**src/hdl/touch_host_pkg.sv**
```systemverilog
// shared constants and types of the touch panel serial host
package touch_host_pkg;

  // ===========================================================
  // clock and bus timing
  localparam int CLK_NS = 20;
  localparam int T_SCL_LOW_NS = 1300;
  localparam int QTR_CYC = (T_SCL_LOW_NS + 2 * CLK_NS - 1) / (2 * CLK_NS);
  localparam int LOW_MIN_CYC = (T_SCL_LOW_NS + CLK_NS - 1) / CLK_NS;
  localparam int QCNT_W = 6;

  // ===========================================================
  // address strap sequence
  localparam int T_STRAP_RST_US = 100;
  localparam int T_STRAP_HOLD_US = 100;
  localparam int T_STRAP_WAIT_US = 5000;
  localparam int STRAP_RST_CYC = T_STRAP_RST_US * 1000 / CLK_NS;
  localparam int STRAP_HOLD_CYC = T_STRAP_HOLD_US * 1000 / CLK_NS;
  localparam int STRAP_WAIT_CYC = T_STRAP_WAIT_US * 1000 / CLK_NS;
  localparam int TMR_W = 20;

  // ===========================================================
  // target addresses and widths
  localparam logic [7:0] ADDR_A_WR = 8'hBA;
  localparam logic [7:0] ADDR_B_WR = 8'h28;
  localparam int DATA_W = 8;
  localparam int PTR_W = 16;
  localparam logic [3:0] ACK_SLOT = 4'h8;
  localparam logic [3:0] LAST_DATA_BIT = 4'h7;

  typedef enum logic [1:0] {OP_START, OP_STOP, OP_BIT} bit_op_t;

  typedef enum logic [3:0] {
    ST_RST, ST_HOLD, ST_WAIT, ST_IDLE, ST_START, ST_ADDR_W, ST_PTR_HI,
    ST_PTR_LO, ST_WDATA, ST_RSTART, ST_ADDR_R, ST_RDATA, ST_STOP
  } state_t;

endpackage : touch_host_pkg

```
**src/hdl/bit_if.sv**
```systemverilog
// bit level request and answer between sequencer and bus engine
`timescale 1ns/1ps
interface bit_if;
  import touch_host_pkg::*;
  logic go;
  bit_op_t op;
  logic tx;
  logic done;
  logic rx;
  modport ctl (output go, op, tx, input done, rx);
  modport eng (input go, op, tx, output done, rx);
endinterface : bit_if

```
**src/hdl/touch_pair_fifo.sv**
```systemverilog
// two-entry buffer with valid and ready on both sides
`timescale 1ns/1ps
module touch_pair_fifo #(
  parameter int WIDTH = 8
) (
  // clock and reset
  input wire logic sys_clk,
  input wire logic rstn,
  // filling side
  input wire logic in_valid,
  output logic in_ready,
  input wire logic [WIDTH-1:0] in_data,
  // draining side
  output logic out_valid,
  input wire logic out_ready,
  output logic [WIDTH-1:0] out_data
);
  logic [WIDTH-1:0] d0_ff;
  logic [WIDTH-1:0] d1_ff;
  logic v0_ff;
  logic v1_ff;
  logic rdy_ff;
  logic push;
  logic pop;
  logic nxt_v0;
  logic nxt_v1;

  assign push = in_valid && rdy_ff;
  assign pop = v0_ff && out_ready;
  assign nxt_v1 = v1_ff ? !pop : (push && v0_ff && !pop);
  assign nxt_v0 = v0_ff ? (!pop || v1_ff || push) : push;
  assign in_ready = rdy_ff;
  assign out_valid = v0_ff;
  assign out_data = d0_ff;

  always_ff @(posedge sys_clk or negedge rstn) begin
    if (!rstn) begin
      v0_ff <= 1'b0;
      v1_ff <= 1'b0;
      rdy_ff <= 1'b1;
    end else begin
      v0_ff <= nxt_v0;
      v1_ff <= nxt_v1;
      rdy_ff <= !nxt_v1;
    end
  end

  always_ff @(posedge sys_clk or negedge rstn) begin
    if (!rstn) begin
      d0_ff <= '0;
      d1_ff <= '0;
    end else begin
      if (pop && v1_ff) begin
        d0_ff <= d1_ff;
      end else if (push && (!v0_ff || pop)) begin
        d0_ff <= in_data;
      end
      if (push && v0_ff && !pop) begin
        d1_ff <= in_data;
      end
    end
  end

endmodule : touch_pair_fifo

```
**src/hdl/touch_bit_engine.sv**
```systemverilog
// open-drain bus engine: start, stop and single bit slots
`timescale 1ns/1ps
module touch_bit_engine (
  // clock and reset
  input wire logic sys_clk,
  input wire logic rstn,
  // requests from the sequencer
  bit_if.eng bus,
  // bus pins
  input wire logic scl_i,
  input wire logic sda_i,
  output logic scl_oe,
  output logic sda_oe
);
  import touch_host_pkg::*;

  logic scl_s1_ff;
  logic scl_s2_ff;
  logic sda_s1_ff;
  logic sda_s2_ff;
  logic busy_ff;
  logic [1:0] phase_ff;
  logic [QCNT_W-1:0] qcnt_ff;
  bit_op_t op_ff;
  logic scl_oe_ff;
  logic sda_oe_ff;
  logic rx_ff;
  logic done_ff;
  logic [7:0] lowcnt_ff;
  logic stretch;
  logic tick;

  assign scl_oe = scl_oe_ff;
  assign sda_oe = sda_oe_ff;
  assign bus.done = done_ff;
  assign bus.rx = rx_ff;
  // a target holding the clock low freezes the first high quarter
  assign stretch = (phase_ff == 2'h1) && !scl_s2_ff;
  assign tick = busy_ff && !stretch &&
                (qcnt_ff == QCNT_W'(QTR_CYC - 1));

  // ===========================================================
  // pin synchronisers
  always_ff @(posedge sys_clk or negedge rstn) begin
    if (!rstn) begin
      scl_s1_ff <= 1'b1;
      scl_s2_ff <= 1'b1;
      sda_s1_ff <= 1'b1;
      sda_s2_ff <= 1'b1;
    end else begin
      scl_s1_ff <= scl_i;
      scl_s2_ff <= scl_s1_ff;
      sda_s1_ff <= sda_i;
      sda_s2_ff <= sda_s1_ff;
    end
  end

  // ===========================================================
  // quarter timing
  always_ff @(posedge sys_clk or negedge rstn) begin
    if (!rstn) begin
      busy_ff <= 1'b0;
      phase_ff <= 2'h0;
      qcnt_ff <= '0;
      op_ff <= OP_STOP;
    end else if (!busy_ff) begin
      if (bus.go) begin
        busy_ff <= 1'b1;
        phase_ff <= 2'h0;
        qcnt_ff <= '0;
        op_ff <= bus.op;
      end
    end else if (stretch) begin
      qcnt_ff <= '0;
    end else if (tick) begin
      qcnt_ff <= '0;
      phase_ff <= phase_ff + 2'h1;
      if (phase_ff == 2'h3) begin
        busy_ff <= 1'b0;
      end
    end else begin
      qcnt_ff <= qcnt_ff + QCNT_W'(1);
    end
  end

  // ===========================================================
  // pin drive and sampling
  always_ff @(posedge sys_clk or negedge rstn) begin
    if (!rstn) begin
      scl_oe_ff <= 1'b0;
      sda_oe_ff <= 1'b0;
      rx_ff <= 1'b1;
    end else if (!busy_ff && bus.go) begin
      case (bus.op)
        OP_START: sda_oe_ff <= 1'b0;
        OP_STOP: sda_oe_ff <= 1'b1;
        default: sda_oe_ff <= !bus.tx;
      endcase
    end else if (tick) begin
      case (phase_ff)
        2'h0: scl_oe_ff <= 1'b0;
        2'h1: begin
          if (op_ff == OP_START) begin
            sda_oe_ff <= 1'b1;
          end else if (op_ff == OP_STOP) begin
            sda_oe_ff <= 1'b0;
          end else begin
            rx_ff <= sda_s2_ff;
          end
        end
        2'h2: begin
          if (op_ff != OP_STOP) begin
            scl_oe_ff <= 1'b1;
          end
        end
        default: scl_oe_ff <= scl_oe_ff;
      endcase
    end
  end

  always_ff @(posedge sys_clk or negedge rstn) begin
    if (!rstn) begin
      done_ff <= 1'b0;
    end else begin
      done_ff <= tick && (phase_ff == 2'h3);
    end
  end

  // cycles the clock line has been held low, for checking only
  always_ff @(posedge sys_clk or negedge rstn) begin
    if (!rstn) begin
      lowcnt_ff <= 8'h00;
    end else if (!scl_oe_ff) begin
      lowcnt_ff <= 8'h00;
    end else if (lowcnt_ff != 8'hFF) begin
      lowcnt_ff <= lowcnt_ff + 8'h01;
    end
  end

  // ===========================================================
  // checks
  chk_data_while_high: assert property (
    @(posedge sys_clk) disable iff (!rstn)
    (busy_ff && op_ff == OP_BIT && !scl_oe_ff && !$past(scl_oe_ff))
      |-> $stable(sda_oe_ff))
    else $error("data changed while clock released");
  chk_start_edge: assert property (
    @(posedge sys_clk) disable iff (!rstn)
    (op_ff == OP_START && $rose(sda_oe_ff)) |-> !scl_oe_ff ##1 scl_oe_ff
      [*1] or (!scl_oe_ff [*2]))
    else $error("start without clock high");
  chk_stop_edge: assert property (
    @(posedge sys_clk) disable iff (!rstn)
    (busy_ff && op_ff == OP_STOP && $fell(sda_oe_ff)) |-> !scl_oe_ff)
    else $error("stop without clock high");
  chk_scl_low_time: assert property (
    @(posedge sys_clk) disable iff (!rstn)
    $fell(scl_oe_ff) |-> $past(lowcnt_ff) >= 8'(LOW_MIN_CYC - 1))
    else $error("clock low period too short");

endmodule : touch_bit_engine

```
**src/hdl/touch_host_i2c.sv**
```systemverilog
// host controller for the touch panel serial port and address strap
//
// Notes on behaviour
// - Bus bit rate stays at or below 400kbps.
// - Host straps address via reset and interrupt.
// - Start: data falls while clock high.
// - Stop: data rises while clock high.
// - Byte is eight bits plus acknowledge slot.
// - Data sampled high clock, changes low clock.
// - Write: address, 16-bit pointer, data bytes.
// - Burst write runs until host stop.
// - Read first sets pointer in write phase.
// - Repeated start then read address byte.
// - Host acknowledges all but last, then stops.
`timescale 1ns/1ps
module touch_host_i2c #(
  parameter int STRAP_RST_CYC = touch_host_pkg::STRAP_RST_CYC,
  parameter int STRAP_HOLD_CYC = touch_host_pkg::STRAP_HOLD_CYC,
  parameter int STRAP_WAIT_CYC = touch_host_pkg::STRAP_WAIT_CYC
) (
  // clock and reset
  input wire logic sys_clk,
  input wire logic rstn,
  // address pair choice, caught during the strap
  input wire logic addr_sel,
  // command
  input wire logic cmd_valid,
  output logic cmd_ready,
  input wire logic cmd_read,
  input wire logic [touch_host_pkg::PTR_W-1:0] cmd_reg,
  input wire logic [7:0] cmd_len,
  // write data
  input wire logic wr_valid,
  output logic wr_ready,
  input wire logic [touch_host_pkg::DATA_W-1:0] wr_data,
  // read data
  output logic rd_valid,
  input wire logic rd_ready,
  output logic [touch_host_pkg::DATA_W-1:0] rd_data,
  // status
  output logic init_done,
  output logic nack_err,
  output logic touch_irq,
  // panel pins
  output logic tp_rstn,
  input wire logic int_i,
  output logic int_o,
  output logic int_oe,
  input wire logic scl_i,
  output logic scl_o,
  output logic scl_oe,
  input wire logic sda_i,
  output logic sda_o,
  output logic sda_oe
);
  import touch_host_pkg::*;

  bit_if bus_i ();

  state_t state_ff;
  state_t nxt_state;
  logic [TMR_W-1:0] tmr_ff;
  logic sel_ff;
  logic tp_rstn_ff;
  logic int_oe_ff;
  logic int_o_ff;
  logic int_s1_ff;
  logic int_s2_ff;
  logic irq_ff;
  logic zero_ff;
  logic cmd_ready_ff;
  logic init_done_ff;
  logic nack_err_ff;
  logic read_ff;
  logic [PTR_W-1:0] reg_ff;
  logic [7:0] left_ff;
  logic [3:0] bit_idx_ff;
  logic [7:0] sh_ff;
  logic go_ff;
  logic pend_ff;
  logic tx_ff;
  bit_op_t op_ff;
  logic [7:0] addr_wr;
  logic bit_done;
  logic byte_end;
  logic nack;
  logic last;
  logic byte_state;
  logic data_ok;
  logic issue;
  logic tx_bit;
  bit_op_t op_bit;
  logic wq_valid;
  logic wq_pop;
  logic [7:0] wq_data;
  logic rq_push;
  logic rq_ready;

  assign bus_i.go = go_ff;
  assign bus_i.op = op_ff;
  assign bus_i.tx = tx_ff;
  assign bit_done = bus_i.done;
  assign nack = bus_i.rx;
  assign byte_end = bit_done && (bit_idx_ff == ACK_SLOT);
  assign last = (left_ff <= 8'h01);
  assign addr_wr = sel_ff ? ADDR_B_WR : ADDR_A_WR;

  assign cmd_ready = cmd_ready_ff;
  assign init_done = init_done_ff;
  assign nack_err = nack_err_ff;
  assign touch_irq = irq_ff;
  assign tp_rstn = tp_rstn_ff;
  assign int_o = int_o_ff;
  assign int_oe = int_oe_ff;
  assign scl_o = zero_ff;
  assign sda_o = zero_ff;

  // ===========================================================
  // sequence of a transfer
  always_comb begin
    nxt_state = state_ff;
    case (state_ff)
      ST_RST: if (tmr_ff == '0) nxt_state = ST_HOLD;
      ST_HOLD: if (tmr_ff == '0) nxt_state = ST_WAIT;
      ST_WAIT: if (tmr_ff == '0) nxt_state = ST_IDLE;
      ST_IDLE: if (cmd_valid && cmd_ready_ff) nxt_state = ST_START;
      ST_START: if (bit_done) nxt_state = ST_ADDR_W;
      ST_ADDR_W: if (byte_end) nxt_state = nack ? ST_STOP : ST_PTR_HI;
      ST_PTR_HI: if (byte_end) nxt_state = nack ? ST_STOP : ST_PTR_LO;
      ST_PTR_LO: begin
        if (byte_end) begin
          if (nack) begin
            nxt_state = ST_STOP;
          end else if (read_ff) begin
            nxt_state = ST_RSTART;
          end else begin
            nxt_state = (left_ff == 8'h00) ? ST_STOP : ST_WDATA;
          end
        end
      end
      ST_WDATA: if (byte_end && (nack || last)) nxt_state = ST_STOP;
      ST_RSTART: if (bit_done) nxt_state = ST_ADDR_R;
      ST_ADDR_R: if (byte_end) nxt_state = nack ? ST_STOP : ST_RDATA;
      ST_RDATA: if (byte_end && last) nxt_state = ST_STOP;
      ST_STOP: if (bit_done) nxt_state = ST_IDLE;
      default: nxt_state = ST_IDLE;
    endcase
  end

  always_ff @(posedge sys_clk or negedge rstn) begin
    if (!rstn) begin
      state_ff <= ST_RST;
    end else begin
      state_ff <= nxt_state;
    end
  end

  // ===========================================================
  // address strap on reset and interrupt lines
  always_ff @(posedge sys_clk or negedge rstn) begin
    if (!rstn) begin
      tmr_ff <= TMR_W'(STRAP_RST_CYC - 1);
    end else if (nxt_state == ST_HOLD && state_ff != ST_HOLD) begin
      tmr_ff <= TMR_W'(STRAP_HOLD_CYC - 1);
    end else if (nxt_state == ST_WAIT && state_ff != ST_WAIT) begin
      tmr_ff <= TMR_W'(STRAP_WAIT_CYC - 1);
    end else if (tmr_ff != '0) begin
      tmr_ff <= tmr_ff - TMR_W'(1);
    end
  end

  always_ff @(posedge sys_clk or negedge rstn) begin
    if (!rstn) begin
      sel_ff <= 1'b0;
      tp_rstn_ff <= 1'b0;
      int_oe_ff <= 1'b1;
      int_o_ff <= 1'b0;
    end else begin
      if (state_ff == ST_RST) begin
        sel_ff <= addr_sel;
      end
      tp_rstn_ff <= (nxt_state != ST_RST);
      int_oe_ff <= (nxt_state == ST_RST) || (nxt_state == ST_HOLD);
      int_o_ff <= sel_ff;
    end
  end

  always_ff @(posedge sys_clk or negedge rstn) begin
    if (!rstn) begin
      int_s1_ff <= 1'b0;
      int_s2_ff <= 1'b0;
      irq_ff <= 1'b0;
      zero_ff <= 1'b0;
    end else begin
      int_s1_ff <= int_i;
      int_s2_ff <= int_s1_ff;
      irq_ff <= int_s2_ff && init_done_ff;
      zero_ff <= 1'b0;
    end
  end

  // ===========================================================
  // command and status
  always_ff @(posedge sys_clk or negedge rstn) begin
    if (!rstn) begin
      cmd_ready_ff <= 1'b0;
      init_done_ff <= 1'b0;
      nack_err_ff <= 1'b0;
      read_ff <= 1'b0;
      reg_ff <= '0;
    end else begin
      cmd_ready_ff <= (nxt_state == ST_IDLE);
      if (nxt_state == ST_IDLE) begin
        init_done_ff <= 1'b1;
      end
      if (state_ff == ST_IDLE && cmd_valid && cmd_ready_ff) begin
        nack_err_ff <= 1'b0;
        read_ff <= cmd_read;
        reg_ff <= cmd_reg;
      end else if (byte_end && nack && state_ff != ST_RDATA) begin
        nack_err_ff <= 1'b1;
      end
    end
  end

  always_ff @(posedge sys_clk or negedge rstn) begin
    if (!rstn) begin
      left_ff <= 8'h00;
    end else if (state_ff == ST_IDLE && cmd_valid && cmd_ready_ff) begin
      left_ff <= cmd_len;
    end else if (byte_end && (state_ff == ST_WDATA || state_ff == ST_RDATA)
                 && left_ff != 8'h00) begin
      left_ff <= left_ff - 8'h01;
    end
  end

  // ===========================================================
  // bit slots within a byte
  always_comb begin
    byte_state = 1'b0;
    op_bit = OP_BIT;
    case (state_ff)
      ST_START, ST_RSTART: op_bit = OP_START;
      ST_STOP: op_bit = OP_STOP;
      ST_ADDR_W, ST_PTR_HI, ST_PTR_LO, ST_WDATA, ST_ADDR_R, ST_RDATA:
        byte_state = 1'b1;
      default: op_bit = OP_BIT;
    endcase
  end

  always_comb begin
    if (bit_idx_ff == ACK_SLOT) begin
      tx_bit = (state_ff == ST_RDATA) ? last : 1'b1;
    end else if (state_ff == ST_RDATA) begin
      tx_bit = 1'b1;
    end else if (state_ff == ST_WDATA && bit_idx_ff == 4'h0) begin
      tx_bit = wq_data[7];
    end else begin
      tx_bit = sh_ff[7];
    end
  end

  // the write buffer must hold a whole byte, and the read buffer have room for one, before its first slot
  assign data_ok = (bit_idx_ff != 4'h0) ||
                   (state_ff == ST_WDATA ? wq_valid :
                    state_ff == ST_RDATA ? rq_ready : 1'b1);
  assign issue = !pend_ff && !go_ff && data_ok &&
                 (byte_state || op_bit != OP_BIT);
  assign wq_pop = issue && state_ff == ST_WDATA && bit_idx_ff == 4'h0;
  assign rq_push = bit_done && state_ff == ST_RDATA &&
                   bit_idx_ff == LAST_DATA_BIT;

  always_ff @(posedge sys_clk or negedge rstn) begin
    if (!rstn) begin
      go_ff <= 1'b0;
      pend_ff <= 1'b0;
      tx_ff <= 1'b1;
      op_ff <= OP_STOP;
    end else begin
      go_ff <= issue;
      if (issue) begin
        pend_ff <= 1'b1;
        tx_ff <= tx_bit;
        op_ff <= op_bit;
      end else if (bit_done) begin
        pend_ff <= 1'b0;
      end
    end
  end

  always_ff @(posedge sys_clk or negedge rstn) begin
    if (!rstn) begin
      bit_idx_ff <= 4'h0;
    end else if (nxt_state != state_ff || byte_end) begin
      bit_idx_ff <= 4'h0;
    end else if (bit_done && byte_state) begin
      bit_idx_ff <= bit_idx_ff + 4'h1;
    end
  end

  always_ff @(posedge sys_clk or negedge rstn) begin
    if (!rstn) begin
      sh_ff <= 8'h00;
    end else if (nxt_state != state_ff) begin
      case (nxt_state)
        ST_ADDR_W: sh_ff <= addr_wr;
        ST_PTR_HI: sh_ff <= reg_ff[15:8];
        ST_PTR_LO: sh_ff <= reg_ff[7:0];
        ST_ADDR_R: sh_ff <= addr_wr | 8'h01;
        default: sh_ff <= sh_ff;
      endcase
    end else if (issue && byte_state && state_ff != ST_RDATA
                 && bit_idx_ff != ACK_SLOT) begin
      sh_ff <= wq_pop ? {wq_data[6:0], 1'b0} : {sh_ff[6:0], 1'b0};
    end else if (bit_done && state_ff == ST_RDATA
                 && bit_idx_ff != ACK_SLOT) begin
      sh_ff <= {sh_ff[6:0], nack};
    end
  end

  // ===========================================================
  // engine and data buffers
  touch_bit_engine u_engine (
    .sys_clk (sys_clk),
    .rstn (rstn),
    .bus (bus_i),
    .scl_i (scl_i),
    .sda_i (sda_i),
    .scl_oe (scl_oe),
    .sda_oe (sda_oe)
  );

  touch_pair_fifo #(.WIDTH(DATA_W)) u_wr_fifo (
    .sys_clk (sys_clk),
    .rstn (rstn),
    .in_valid (wr_valid),
    .in_ready (wr_ready),
    .in_data (wr_data),
    .out_valid (wq_valid),
    .out_ready (wq_pop),
    .out_data (wq_data)
  );

  touch_pair_fifo #(.WIDTH(DATA_W)) u_rd_fifo (
    .sys_clk (sys_clk),
    .rstn (rstn),
    .in_valid (rq_push),
    .in_ready (rq_ready),
    .in_data ({sh_ff[6:0], nack}),
    .out_valid (rd_valid),
    .out_ready (rd_ready),
    .out_data (rd_data)
  );

  // ===========================================================
  // checks
  chk_strap_int_held: assert property (
    @(posedge sys_clk) disable iff (!rstn)
    $rose(tp_rstn_ff) |-> int_oe_ff && int_o_ff == sel_ff)
    else $error("interrupt line not held at reset release");
  chk_addr_fixed: assert property (
    @(posedge sys_clk) disable iff (!rstn)
    (state_ff != ST_RST && $past(state_ff) != ST_RST) |-> $stable(sel_ff))
    else $error("address pair changed after strap");
  chk_write_dir_bit: assert property (
    @(posedge sys_clk) disable iff (!rstn)
    (go_ff && state_ff == ST_ADDR_W && bit_idx_ff == LAST_DATA_BIT)
      |-> !tx_ff)
    else $error("write address with read direction");
  chk_read_dir_bit: assert property (
    @(posedge sys_clk) disable iff (!rstn)
    (go_ff && state_ff == ST_ADDR_R && bit_idx_ff == LAST_DATA_BIT)
      |-> tx_ff)
    else $error("read address with write direction");
  chk_ptr_before_read: assert property (
    @(posedge sys_clk) disable iff (!rstn)
    (state_ff == ST_RSTART && $past(state_ff) != ST_RSTART)
      |-> $past(state_ff) == ST_PTR_LO)
    else $error("repeated start without pointer phase");
  chk_last_nack: assert property (
    @(posedge sys_clk) disable iff (!rstn)
    (go_ff && state_ff == ST_RDATA && bit_idx_ff == ACK_SLOT)
      |-> tx_ff == (left_ff <= 8'h01))
    else $error("wrong acknowledge on read byte");
  chk_nine_slots: assert property (
    @(posedge sys_clk) disable iff (!rstn)
    (bit_done && byte_state && bit_idx_ff == ACK_SLOT) |=> bit_idx_ff == 4'h0)
    else $error("byte did not end after ninth slot");
  chk_burst_to_stop: assert property (
    @(posedge sys_clk) disable iff (!rstn)
    (state_ff == ST_STOP && $past(state_ff) == ST_WDATA)
      |-> left_ff == 8'h00 || nack_err_ff)
    else $error("write burst stopped early");

endmodule : touch_host_i2c

```
**config.mk**
```make
export PLATFORM = sky130hd
export DESIGN_NAME = touch_host_i2c
export DESIGN_NICKNAME = d
export VERILOG_FILES = /design/src/hdl/touch_host_pkg.sv /design/src/hdl/bit_if.sv /design/src/hdl/touch_pair_fifo.sv /design/src/hdl/touch_bit_engine.sv /design/src/hdl/touch_host_i2c.sv
export SDC_FILE = /design/constraint.sdc
export NUM_CORES = 1
export LEC_CHECK = 0
export BUFFER_PORTS_ARGS = -buffer_cell sky130_fd_sc_hd__buf_2
export CAP_MARGIN = 40
export CELL_PAD_IN_SITES_DETAIL_PLACEMENT = 1
export CELL_PAD_IN_SITES_GLOBAL_PLACEMENT = 2
export CORE_MARGIN = 5
export CORE_UTILIZATION = 42
export CTS_CLUSTER_DIAMETER = 60
export DETAILED_ROUTE_END_ITERATION = 12
export PLACE_DENSITY_LB_ADDON = 0.1
export RECOVER_POWER = 25
export REMOVE_ABC_BUFFERS = 1
export SETUP_SLACK_MARGIN = 0.5
export SLEW_MARGIN = 20
export SYNTH_ARGS = -nofsm -noshare
export SYNTH_HDL_FRONTEND = slang
export SYNTH_SLANG_ARGS = --single-unit
export TNS_END_PERCENT = 30
```
**constraint.sdc**
```tcl
create_clock -name sys_clk -period 9.1 [get_ports sys_clk]
set_input_delay 0.455 -clock sys_clk [delete_from_list [all_inputs] [get_ports sys_clk]]
set_output_delay 0.455 -clock sys_clk [all_outputs]
set_load 0.01 [all_outputs]
```
==> impl_metrics.tcl <==
set metrics [dict create \
    avgSynthCellArea_um2 10.3 \
    violations "capacitance limit, slew limit" \
    cp.depth 10 \
    die_h_um 136 \
    cpLargestDelayFamily "simple AND/OR/NAND/NOR gates" \
    die_width_um 136 \
    die_area_um2 18400 \
    synth_cells 647 \
    ir_worst_vdd_uv 120 \
    clock_path_buffers 2 \
    slowest_stage "or4b_4" \
    track_usage_pct 18.9 \
    regToRegSetupSlack_ns 5.21 \
    post_cts.resized_instances 0 \
    cp-start-kind "flip-flop" \
    wire_per_inst_um 17.6 \
    syn_area_um2 6640 \
    met1_usage_pct 23.6 \
    gp_congestion 0.819 \
    cts_setup_buffers 0 \
    ys_ff_latch 133 \
    vias_per_cell 5.36 \
    grtUsageMet3_pct 3.64 \
    cts_buffers 17 \
    status "complete, but fails checks" \
    cp.arrival_ns 4.19 \
    clock_skew_ns 0.00647 \
    drtAntennaViolNets 0 \
    setup_viol 0 \
    slew_headroom_pct -124 \
    async_flop_share_pct 100 \
    grt_pass1_vias 5405 \
    cts_tree "built" \
    coreArea_um2 15700 \
    synth_ff_type "dfrtp_1" \
    antennaDiodeCount 0 \
    io_pins 63 \
    synth_cell_types 74 \
    maxCapViolations 1 \
    max_stage_delay_ns 0.55 \
    overflow 0 \
    dpl.hpwl_mm 11.9 \
    timing.fmax_ghz 0.257 \
    clock_latency_ns 0.42 \
    critical_path_class "flip-flop to flip-flop" \
    cts_hold_buffers 0 \
    worst_ep_required_time_ns 9.39 \
    hold_depth 1 \
    syn_to_final_growth_pct 16.3 \
    yosysSeqAreaShare_pct 50.5 \
    fin_tns_setup_ns 0 \
    cp_cell_sequence "inv_1, ha_1, or3b_1, or4b_4, or4_4, nand4b_4, xor2_2, nor3_2, o21a_1, mux2_1" \
    holdWs_ns 0.134 \
    wirelength_mm 16.5 \
    power.leakage_nw 3.55 \
    cts.clk_slew.worst_paths_ns 0.06 \
    cp-end-kind "flip-flop" \
    use_met2_pct 33.2 \
    num_rows 46 \
    hp-class "input pin to flip-flop" \
    dr.pass1.iters 4 \
    hold_violations 0 \
    drive_gt1_share_pct 22.7 \
    final_nets 762 \
    vias 5020 \
    cp_max_fo 16 \
    drtIter0Drc 302 \
    synth_edf_count 0 \
    power.density_nw_per_um2 166 \
    r2r_cells 10 \
    portBuffers 60 \
    root_buffer "clkbuf_16" \
    yosys_warnings 0 \
    p_total_w 0.00128 \
    antenna_found_initial 0 \
    htree_levels 4 \
    final_max_slew_viol_count 61 \
    grt_pass1_wl_mm 27.6 \
    clkSinkCount 133 \
    grt_max_degree 61 \
    cp_num_buf_inv 1 \
    rsz0062_at_grt "no" \
    period_needed_ns 3.89 \
    globalRoute.busiestLayer "met2" \
    worstMarginPinSlew_ns 3.36 \
    initial_core_util_pct 42.2 \
    fin_crit_sh_pct 42.8 \
    drc_errors 0 \
]
[worst reg2reg max path, cell delays in order, from the launching register on]
cell and delay, ns:
dfstp_2 0.37, inv_1 0.08, ha_1 0.21, or3b_1 0.40, or4b_4 0.55, or4_4 0.51, nand4b_4 0.27, xor2_2 0.11
nor3_2 0.49, o21a_1 0.41, mux2_1 0.37
[path summary, 6_finish.rpt]
kind	startpoint	endpoint
max	tmr_ff[0]$_DFFE_PN1P_	sh_ff[3]$_DFFE_PN0P_
max reg2reg	tmr_ff[0]$_DFFE_PN1P_	sh_ff[3]$_DFFE_PN0P_
min in group asynchronous	rstn	tmr_ff[6]$_DFFE_PN0P_
min	scl_i	u_engine.scl_s1_ff$_DFF_PN1_
max in group asynchronous	rstn	u_rd_fifo.in_ready$_DFF_PN1_
min reg2reg	int_s1_ff$_DFF_PN0_	int_s2_ff$_DFF_PN0_
[state kept, by name (all words and copies together) (netlist names), 4 cells and up]
| register | flops |
|---|---|
| u_rd_fifo.out_data | 8 |
| tmr_ff | 20 |
| u_wr_fifo.d1_ff | 8 |
| u_wr_fifo.out_data | 8 |
| bit_idx_ff | 4 |
| state_ff | 4 |
| u_rd_fifo.d1_ff | 8 |
| sh_ff | 8 |
| u_engine.qcnt_ff | 6 |
| left_ff | 8 |
| reg_ff | 16 |
[power breakdown]
part | internal, W | switching [W]
clock | 0.000388 | 0.000262
combinational | 0.0000107 | 0.0000195
sequential | 0.000597 | 0.00000320
total | 0.000995 | 0.000284
[per-layer routing]
| metal | vias up | part of all wire (%) |
|---|---|---|
| met5 | - | 0 |
| met1 | 2535 | 44 |
| met2 | 84 | 51 |
| met3 | 20 | 3.2 |
| li1 | 2381 | - |
| met4 | 0 | 1.4 |
[cells in the mapped netlist (13+ instances only)]
master | count | area [um^2]
a21oi_1 | 32 | 160
nand2_1 | 87 | 327
nor2_1 | 68 | 255
xnor2_1 | 18 | 158
clkbuf_1 | 16 | 60.1
dfstp_2 | 18 | 473
mux2_2 | 34 | 383
mux2i_1 | 38 | 380
o21ai_0 | 29 | 145
inv_1 | 21 | 78.8
dfrtp_1 | 115 | 2880
nand3_1 | 13 | 65.1
[logic make-up after synthesis]
group                      after synthesis  synth area share (%)
AOI/OAI and AO/OA                      103                  9.92
xor gates and xnor gates                28                  3.81
adders and majority gates               13                  2.41
buffers and inverters                   47                  2.96
DFF                                    133                  50.5
muxes                                   76                  12.2
other                                    1                0.0565
and+or+nand+nor                        246                  18.2
[cell type report]
cell class / count / area, um^2
fill: 1784 / 7990
sequential: 133 / 3350
multi-input combinational: 468 / 3100
clock buffer: 19 / 453
timing repair buffer: 66 / 358
tap: 216 / 270
clock inverter: 13 / 109
inverter: 22 / 82.6
[cells in the final DEF, fill, tap and decap left out, drive strengths merged, types with 12 or more instances in the layout]
cell type,count
dfrtp,115
nand2,87
nor2,68
buf,64
mux2i,38
mux2,38
a21oi,32
o21ai,32
inv,21
clkbuf,21
xnor2,18
dfstp,18
nand3,13
nor3,13
nand2b,12
ha,12
[per-stage QoR]
step                setup WS (ns)  std cells  area (um^2)  util, %
finish                       5.21        937         7720     49.1
global route                 4.83        937         7720     49.1
CTS                          5.19        937         7730     49.2
detailed placement           5.22        905         7170     45.6
global placement             5.28        901         7120     45.3
floorplan                    5.57        623         6530        -
No activity file was read; power rests on OpenSTA's default activity.
